### config.mk
export PLATFORM = sky130hd
export DESIGN_NAME = ubs_bus_state
export DESIGN_NICKNAME = d
export VERILOG_FILES = /design/src/core/ubs_pkg.sv /design/src/core/ubs_bus_state.sv
export VERILOG_INCLUDE_DIRS = /design/src /design/src/core
export SDC_FILE = /design/constraint.sdc
export NUM_CORES = 1
export LEC_CHECK = 0
export ABC_CLOCK_PERIOD_IN_PS = 2029
export BUFFER_PORTS_ARGS = -buffer_cell sky130_fd_sc_hd__buf_2
export CAP_MARGIN = 20
export CORE_MARGIN = 5
export CORE_UTILIZATION = 49
export DETAILED_ROUTE_END_ITERATION = 8
export GPL_TIMING_DRIVEN = 0
export HOLD_SLACK_MARGIN = 0.05
export PLACE_DENSITY = 0.75
export SLEW_MARGIN = 20
export SYNTH_ARGS = -nofsm -noshare
export SYNTH_HDL_FRONTEND = slang
export SYNTH_SLANG_ARGS = --single-unit
### constraint.sdc
create_clock -name clk_sys -period 2.03 [get_ports clk_sys]
set_input_delay 0.203 -clock clk_sys [delete_from_list [all_inputs] [get_ports clk_sys]]
set_output_delay 0.203 -clock clk_sys [all_outputs]
set_load 0.01 [all_outputs]
### src/core/ubs_map.svh
`ifndef UBS_MAP_SVH
`define UBS_MAP_SVH

// =====================================================================
// Register map
`define UBS_ADDR_BASE      16'hDE00
`define UBS_ADDR_LAST      16'hDE3F
`define UBS_ADDR_RSVD      16'hDE2C
`define UBS_ADDR_FADDR     16'hDE00
`define UBS_ADDR_POWER     16'hDE01
`define UBS_ADDR_CFLAGS    16'hDE06
`define UBS_ADDR_CENABLES  16'hDE0B
`define UBS_ADDR_EPSEL     16'hDE0E
`define UBS_ADDR_IDX_LO    16'hDE10

// =====================================================================
// Field positions and reset values
`define UBS_FA_UPDATE      7
`define UBS_PW_ISO_WAIT    7
`define UBS_PW_RST         3
`define UBS_PW_RESUME      2
`define UBS_PW_SUSPEND     1
`define UBS_PW_SUSP_EN     0
`define UBS_EV_SOF         3
`define UBS_EV_RST         2
`define UBS_EV_RESUME      1
`define UBS_EV_SUSPEND     0
`define UBS_EN_RESET       4'h6
`define UBS_EN_ON_BUSRST   4'h6

// =====================================================================
// Line states as {dp, dm}
`define UBS_LINE_SE0       2'b00
`define UBS_LINE_IDLE      2'b10
`define UBS_LINE_K         2'b01

// =====================================================================
// Timing
`define UBS_CLK_PERIOD_NS  100
`define UBS_RST_SE0_NS     2500
`define UBS_RST_CYC        ((`UBS_RST_SE0_NS + `UBS_CLK_PERIOD_NS - 1) / `UBS_CLK_PERIOD_NS)
`define UBS_IDLE_TIME_NS   3000000
`define UBS_IDLE_CYC       (`UBS_IDLE_TIME_NS / `UBS_CLK_PERIOD_NS)
`define UBS_IDLE_W         16
`define UBS_SE0_W          5

`endif

### src/core/ubs_pkg.sv
`default_nettype none
`include "ubs_map.svh"

package ubs_pkg;

   // ==================================================================
   // Bus state of the controller
   typedef enum logic [2:0] {
      UBS_ACTIVE    = 3'b001,
      UBS_SUSPENDED = 3'b010,
      UBS_BUSRESET  = 3'b100
   } ubs_mode_t;

   // ==================================================================
   // CPU data-space access, one cycle strobes
   typedef struct packed {
      logic [15:0] addr;
      logic        wr;
      logic        rd;
      logic [7:0]  wdata;
   } ubs_cpu_req_t;

   // Bus pin drive
   typedef struct packed {
      logic dp_o;
      logic dp_oe;
      logic dm_o;
      logic dm_oe;
   } ubs_pins_t;

   // Controls toward the endpoint bank
   typedef struct packed {
      logic [3:0] ep_select;
      logic       fifo_flush;
      logic       ep_cs_clear;
      logic       send_zero_len;
   } ubs_ep_ctrl_t;

   // ==================================================================
   // Whole state of the block
   typedef struct packed {
      ubs_mode_t                mode;
      logic [1:0]               sync1;
      logic [1:0]               sync2;
      logic [1:0]               sync3;
      logic [1:0]               line;
      logic [`UBS_SE0_W-1:0]    se0_cnt;
      logic                     in_reset;
      logic [`UBS_IDLE_W-1:0]   idle_cnt;
      logic [6:0]               addr;
      logic                     addr_upd;
      logic                     iso_wait_sof;
      logic                     resume;
      logic                     susp_stat;
      logic                     suspend_en;
      logic [3:0]               flags;
      logic [3:0]               enables;
      logic [3:0]               ep_index;
      logic                     iso_pending;
      logic [7:0]               rdata;
      logic                     irq_set;
      logic                     irq_req;
      logic                     wake;
      logic                     flush;
   } ubs_state_t;

endpackage

`default_nettype wire

### src/core/ubs_bus_state.sv
`timescale 1ns/1ps
`default_nettype none
`include "ubs_map.svh"

module ubs_bus_state
   import ubs_pkg::*;
#(
   parameter int unsigned IDLE_CYCLES = `UBS_IDLE_CYC
)(
   input  wire logic         clk_sys,
   input  wire logic         resetn,
   input  wire ubs_cpu_req_t cpu_req,
   output logic [7:0]        cpu_rdata,
   input  wire logic         dp_i,
   input  wire logic         dm_i,
   output ubs_pins_t         pins,
   input  wire logic         sof_seen,
   input  wire logic         in_packet_loaded,
   input  wire logic         addr_take,
   input  wire logic         global_usb_irq_enable,
   input  wire logic [7:0]   ep_rdata,
   output ubs_ep_ctrl_t      ep_ctrl,
   output logic              cpu_usb_irq_flag_set,
   output logic              usb_irq_req,
   output logic              system_wake
);

   localparam logic [`UBS_SE0_W-1:0]  RST_CYC  = `UBS_SE0_W'(`UBS_RST_CYC);
   localparam logic [`UBS_IDLE_W-1:0] IDLE_CYC = `UBS_IDLE_W'(IDLE_CYCLES);

   ubs_state_t s_r;
   ubs_state_t s_nxt;

   // =====================================================================
   // Decode helper
   function automatic logic hit(input logic [15:0] a, input logic [15:0] off);
      hit = (a == off);
   endfunction

   // =====================================================================
   // Combinational decode of this cycle's events
   logic se0;
   logic line_idle;
   logic rst_det;
   logic susp_det;
   logic resume_det;
   logic rd_flags;
   logic wr_addr;
   logic wr_power;
   logic in_space;
   logic in_index;
   logic [3:0] ev;

   assign se0        = (s_r.line == `UBS_LINE_SE0);
   assign line_idle  = (s_r.line == `UBS_LINE_IDLE);
   // Reset seen once SE0 has lasted the least reset time
   assign rst_det    = se0 && (s_r.se0_cnt == RST_CYC - 1'b1);
   assign susp_det   = s_r.suspend_en && (s_r.mode == UBS_ACTIVE)
                       && (s_r.idle_cnt == IDLE_CYC - 1'b1) && line_idle;
   // Any state other than J or SE0 counts as resume; SE0 in suspend is a reset instead
   assign resume_det = (s_r.mode == UBS_SUSPENDED) && !se0 && !line_idle;
   // Only the reserved-free part of the window is decoded
   assign in_space   = (cpu_req.addr >= `UBS_ADDR_BASE)
                       && (cpu_req.addr < `UBS_ADDR_RSVD);
   assign in_index   = in_space && (cpu_req.addr >= `UBS_ADDR_IDX_LO);
   assign rd_flags   = cpu_req.rd && hit(cpu_req.addr, `UBS_ADDR_CFLAGS);
   assign wr_addr    = cpu_req.wr && hit(cpu_req.addr, `UBS_ADDR_FADDR);
   assign wr_power   = cpu_req.wr && hit(cpu_req.addr, `UBS_ADDR_POWER);

   // Event vector in flag bit order
   always_comb begin
      ev                  = 4'h0;
      ev[`UBS_EV_SOF]     = sof_seen;
      ev[`UBS_EV_RST]     = rst_det;
      ev[`UBS_EV_RESUME]  = resume_det;
      ev[`UBS_EV_SUSPEND] = susp_det;
   end

   // =====================================================================
   // Next-state logic
   always_comb begin
      s_nxt       = s_r;
      s_nxt.flush = 1'b0;
      s_nxt.wake  = 1'b0;

      // Three-stage pin sampler; second and third must agree
      s_nxt.sync1 = {dp_i, dm_i};
      s_nxt.sync2 = s_r.sync1;
      s_nxt.sync3 = s_r.sync2;
      if (s_r.sync2 == s_r.sync3) begin
         s_nxt.line = s_r.sync3;
      end

      // SE0 duration counter, saturating one count past the detect point
      if (!se0) begin
         s_nxt.se0_cnt  = '0;
         s_nxt.in_reset = 1'b0;
      end else if (s_r.se0_cnt != RST_CYC) begin
         s_nxt.se0_cnt = s_r.se0_cnt + 1'b1;
      end
      if (rst_det) begin
         s_nxt.in_reset = 1'b1;
      end

      // Idle timer; any activity restarts it, barred suspend clears it
      if (!s_r.suspend_en || !line_idle || s_r.mode != UBS_ACTIVE) begin
         s_nxt.idle_cnt = '0;
      end else if (s_r.idle_cnt != IDLE_CYC) begin
         s_nxt.idle_cnt = s_r.idle_cnt + 1'b1;
      end

      // Address and update bit; update drops once the SIE takes it
      if (addr_take) begin
         s_nxt.addr_upd = 1'b0;
      end
      if (wr_addr) begin
         s_nxt.addr     = cpu_req.wdata[6:0];
         s_nxt.addr_upd = 1'b1;
      end

      // Power/control writes
      if (wr_power) begin
         s_nxt.iso_wait_sof = cpu_req.wdata[`UBS_PW_ISO_WAIT];
         s_nxt.resume       = cpu_req.wdata[`UBS_PW_RESUME];
         s_nxt.suspend_en   = cpu_req.wdata[`UBS_PW_SUSP_EN];
      end
      if (cpu_req.wr && hit(cpu_req.addr, `UBS_ADDR_CENABLES)) begin
         s_nxt.enables = cpu_req.wdata[3:0];
      end
      if (cpu_req.wr && hit(cpu_req.addr, `UBS_ADDR_EPSEL)) begin
         s_nxt.ep_index = cpu_req.wdata[3:0];
      end

      // Iso hold-off: loaded packet waits for the next SOF
      if (sof_seen) begin
         s_nxt.iso_pending = 1'b0;
      end else if (in_packet_loaded) begin
         s_nxt.iso_pending = 1'b1;
      end

      // Event flags: read clears, a new event in the same cycle wins
      if (rd_flags) begin
         s_nxt.flags     = 4'h0;
         s_nxt.susp_stat = 1'b0;
      end
      s_nxt.flags = s_nxt.flags | ev;

      // Mode transitions
      case (s_r.mode)
         UBS_ACTIVE: begin
            if (susp_det) begin
               s_nxt.mode      = UBS_SUSPENDED;
               s_nxt.susp_stat = 1'b1;
            end
         end
         UBS_SUSPENDED: begin
            if (resume_det) begin
               s_nxt.mode = UBS_ACTIVE;
               s_nxt.wake = s_r.enables[`UBS_EV_RESUME];
            end
         end
         UBS_BUSRESET: begin
            if (!se0) begin
               s_nxt.mode = UBS_ACTIVE;
            end
         end
         default: begin
            s_nxt.mode = UBS_ACTIVE;
         end
      endcase

      // Resume write beats a suspend entry landing in the same cycle
      if (wr_power && cpu_req.wdata[`UBS_PW_RESUME]) begin
         s_nxt.susp_stat = 1'b0;
         s_nxt.mode      = UBS_ACTIVE;
      end

      // Bus reset overrides the mode, address and update bit, index, enables and iso hold-off set above
      if (rst_det) begin
         if (s_r.mode == UBS_SUSPENDED) begin
            s_nxt.wake = s_r.enables[`UBS_EV_RESUME];
         end
         s_nxt.mode     = UBS_BUSRESET;
         s_nxt.addr     = 7'h00;
         s_nxt.addr_upd = 1'b0;
         s_nxt.ep_index = 4'h0;
         s_nxt.flush    = 1'b1;
         s_nxt.enables  = `UBS_EN_ON_BUSRST;
         s_nxt.iso_pending = 1'b0;
      end

      // CPU flag pulse and level request from enabled events
      s_nxt.irq_set = |(ev & s_nxt.enables);
      s_nxt.irq_req = global_usb_irq_enable && |(s_nxt.flags & s_nxt.enables);

      // Registered read data; reserved and unmapped read as zero
      s_nxt.rdata = 8'h00;
      if (cpu_req.rd && in_space) begin
         if (in_index) begin
            s_nxt.rdata = ep_rdata;
         end else begin
            case (cpu_req.addr)
               `UBS_ADDR_FADDR: begin
                  s_nxt.rdata = {s_r.addr_upd, s_r.addr};
               end
               `UBS_ADDR_POWER: begin
                  s_nxt.rdata[`UBS_PW_ISO_WAIT] = s_r.iso_wait_sof;
                  s_nxt.rdata[`UBS_PW_RST]      = s_r.in_reset;
                  s_nxt.rdata[`UBS_PW_RESUME]   = s_r.resume;
                  s_nxt.rdata[`UBS_PW_SUSPEND]  = s_r.susp_stat;
                  s_nxt.rdata[`UBS_PW_SUSP_EN]  = s_r.suspend_en;
               end
               `UBS_ADDR_CFLAGS: begin
                  s_nxt.rdata[3:0] = s_r.flags;
               end
               `UBS_ADDR_CENABLES: begin
                  s_nxt.rdata[3:0] = s_r.enables;
               end
               `UBS_ADDR_EPSEL: begin
                  s_nxt.rdata[3:0] = s_r.ep_index;
               end
               default: begin
                  s_nxt.rdata = 8'h00;
               end
            endcase
         end
      end
   end

   // =====================================================================
   // State register
   always_ff @(posedge clk_sys) begin
      if (!resetn) begin
         s_r         <= '0;
         s_r.mode    <= UBS_ACTIVE;
         s_r.line    <= `UBS_LINE_IDLE;
         s_r.sync1   <= `UBS_LINE_IDLE;
         s_r.sync2   <= `UBS_LINE_IDLE;
         s_r.sync3   <= `UBS_LINE_IDLE;
         s_r.enables <= `UBS_EN_RESET;
      end else begin
         s_r <= s_nxt;
      end
   end

   // =====================================================================
   // Outputs from the state register, send_zero_len through one AND; dp_o and dm_o are constants
   // Resume drives K upstream; software owns the 1..15 ms duration
   assign pins.dp_o  = 1'b0;
   assign pins.dm_o  = 1'b1;
   assign pins.dp_oe = s_r.resume;
   assign pins.dm_oe = s_r.resume;
   assign ep_ctrl.ep_select     = s_r.ep_index;
   assign ep_ctrl.fifo_flush    = s_r.flush;
   assign ep_ctrl.ep_cs_clear   = s_r.flush;
   assign ep_ctrl.send_zero_len = s_r.iso_wait_sof && s_r.iso_pending;
   assign cpu_rdata             = s_r.rdata;
   assign cpu_usb_irq_flag_set  = s_r.irq_set;
   assign usb_irq_req           = s_r.irq_req;
   assign system_wake           = s_r.wake;
endmodule

`default_nettype wire

==> results.py <==
metrics = {
    "status": {
        "status": "finished clean",
    },
    "logic_synthesis": {
        "synth_cell_type_count": 54,
        "synth_largest_area_cell": "dfxtp_1",
        "synth_top_area_share": 0.438,
        "synth_edf_count": 0,
        "ys_seq_area_frac": 0.438,
        "avgSynthCellArea_um2": 8.85,
        "ys_top_cells_by_area": "dfxtp_1, nor2_1, buf_4",
        "yosysWarnings": 0,
        "ys_ff_latch": 70,
        "ys.flop_type": "dfxtp_1",
        "synthCells": 362,
        "netlist_area_um2": 3200,
        "async_flop_share": 0,
        "syn_nets": 409,
    },
    "timing": {
        "slew_headroom": 0.561,
        "tightest_slew_ps": 652,
        "setup-tns-final_ps": 0,
        "timing.final.ws_setup_ps": 103,
        "period_share": 0.949,
        "finalSetupViolCount": 0,
        "hold_viol_final": 0,
        "period_needed_ps": 1930,
        "max_freq_ghz": 0.519,
        "slew_viol_final": 0,
        "clock_skew_ps": 6.70,
    },
    "floorplan": {
        "die_y_um": 90.9,
        "dieArea_um2": 8250,
        "fp.dieW_um": 90.9,
        "std_cell_rows": 29,
        "initial_utilization": 0.504,
        "ios": 64,
        "core-area_um2": 6350,
    },
    "placed_design": {
        "portBuffers": 59,
        "place.gp.congestion": 0.788,
        "dp_cells": 498,
        "dp_worst_setup_slack_ps": -319,
        "dp_hpwl_um": 5290,
    },
    "clock_tree": {
        "clkTransAtPathRegs_ps": 80,
        "cts_max_path_buffers": 2,
        "worstSkewPairLatency_ps": 350,
        "clock-sinks": 70,
        "cts_tree": "built",
        "cts_buffers": 9,
        "root_buffer": "clkbuf_8",
        "cts_max_level": 3,
    },
    "drt": {
        "wire_per_inst_um": 14.1,
        "via_count": 2813,
        "ant_nets": 0,
        "first_iter_violations": 232,
        "drc_errors": 0,
        "drt-total-wl_um": 7350,
        "dr.pass1.iters": 6,
        "vias_per_cell": 5.39,
    },
    "hold_path": {
        "min_path_cells": 2,
        "hp-class": "input port to flop",
        "min-delay-start": "sof_seen",
        "holdPathEnd": "s_r[12]",
    },
    "setup_path": {
        "r2r-end": "s_r[67]",
        "rr_worst_depth": 7,
        "r2r_slack_ps": 100,
        "worst_ep_arrival_time_ps": 2150,
        "end_kind": "flop",
        "crit_fanout": 7,
        "reg2reg_from": "s_r[60]",
        "start_kind": "flop",
        "critPathKind": "flop to flop",
        "worstPathRequired_ps": 2250,
    },
    "grt": {
        "grt_max_degree": 14,
        "grt_pass1_vias": 2679,
        "overflow": 0,
        "grt_first_pass_wirelength_um": 12400,
        "antenna_found_initial": 0,
        "grt_usage": 0.184,
    },
    "pwr": {
        "ir_drop_mv": 0.418,
        "power.density_nw_per_um2": 727,
        "power.leakage_nw": 1.61,
    },
    "cells_and_area": {
        "n_antenna_cell": 0,
        "layout-drive-gt1-share": 0.272,
        "n_fill_cell": 549,
        "fin_util": 0.623,
        "final_cells": 522,
        "area.growth.synth_to_final_pct": 23.4,
        "nets": 487,
    },
    "flow_run": {
        "max-cap-violations": 0,
    },
}
-- where the power goes --
part           total [mW]  switching [mW]  leakage, nW  internal (mW)
combinational       0.115          0.0618        0.917         0.0531
clock                1.38           0.554        0.124          0.822
sequential           1.38         0.00454        0.565           1.38
-- cell usage in the layout (no fill, tap or decap), types with 5 or more instances in the layout --
cell type	instances
a21oi_1	25
a222oi_1	7
a22oi_1	5
and2_1	7
buf_2	63
buf_4	24
clkbuf_1	6
clkbuf_8	9
dfxtp_1	70
ha_1	5
inv_1	13
nand2_1	33
nand3_1	26
nand4_1	5
nand4b_1	5
nor2_1	37
nor2b_1	6
nor3_1	8
xnor2_1	10
xor2_1	11
-- Yosys cell counts (all sizes together) (2+ instances only) --
master,count
a31oi,2
and2,7
clkbuf,7
and2b,2
nor2,40
nor3b,4
nand2,35
ha,5
mux2i,5
a21boi,4
buf,23
inv,13
nand4,5
o22ai,2
conb,2
nand3,27
nand2b,4
a21oi,26
or3,2
and4,2
nor4bb,3
a222oi,7
o21a,2
a22oi,5
nor4,3
xnor2,10
xor2,11
nor2b,6
dfxtp,70
nand4b,5
nor3,11
-- routing by layer --
metal,track usage,part of all wire,vias up
met1,0.227,0.43,1315
met5,0,0,-
met2,0.297,0.49,82
li1,-,-,1405
met4,0.0819,0.014,0
met3,0.0517,0.066,11
-- cells by family (layout without fill, tap and decap cells) --
| logic type | count (synthesis) | count (layout) | synth area share |
|---|---|---|---|
| other | 2 | 2 | 0.00234 |
| buffers and inverters | 43 | 126 | 0.0754 |
| XOR/XNOR | 21 | 21 | 0.0574 |
| AO/OA/AOI/OAI | 55 | 55 | 0.118 |
| multiplexers | 5 | 5 | 0.0168 |
| AND/OR/NAND/NOR | 161 | 161 | 0.273 |
| flip-flops | 70 | 70 | 0.437 |
| adder cells (fa/ha/maj) | 5 | 5 | 0.0195 |
-- critical path: stages (launching register included) --
cell	delay, ps
dfxtp_1	460
nor4bb_2	330
nand3_1	180
nor4_4	380
buf_4	170
nor2_1	40
o21ai_0	170
nand2_1	70
-- final cells by class --
type | count | area (um^2) | area share
tap | 77 | 96.3 | 0.0244
clock inverter | 7 | 121 | 0.0307
clock buffer | 9 | 124 | 0.0313
multi-input combinational | 249 | 1610 | 0.406
inverter | 13 | 48.8 | 0.0123
buffer | 30 | 196 | 0.0497
sequential | 70 | 1400 | 0.354
timing repair buffer | 67 | 360 | 0.0911
-- stage by stage --
stage | instance area [um^2] | hold WS (ps) | total power [mW]
2_1_floorplan | 3200 | 282 | 1.46
3_3_place_gp | 3590 | 382 | 1.52
3_5_place_dp | 3590 | 387 | 1.52
4_1_cts | 3870 | 61.1 | 2.90
5_1_grt | 3950 | 51.9 | 2.98
6_report | 3950 | 67.3 | 2.87
-- how the worst max path moves through the flow --
stage / from / endpoint
final: s_r[60] / s_r[67]
after global routing: s_r[60] / s_r[67]
after CTS: s_r[60] / usb_irq_req
after detailed placement: cpu_req[15] / s_r[69]
after global placement: cpu_req[15] / s_r[69]
after floorplan: cpu_req[15] / usb_irq_req
-- state kept, by name, summed over array words and instances (netlist names) --
signal	cells
s_r	49
cpu_rdata	8
ep_ctrl	5
s_nxt	4
cpu_usb_irq_flag_set	1
pins	1
system_wake	1
usb_irq_req	1
-- what timing repair did --
item                                    in CTS  in global routing
endpoints found under the setup margin      14                 14
hold buffers                                 2                  0
hold endpoints to repair                     2                  0
cloned                                       0                  0
gates resized for setup                      2                  9
buffers inserted                             0                  6
pin swaps                                    0                  2
Power figures use the tool's default switching activity.
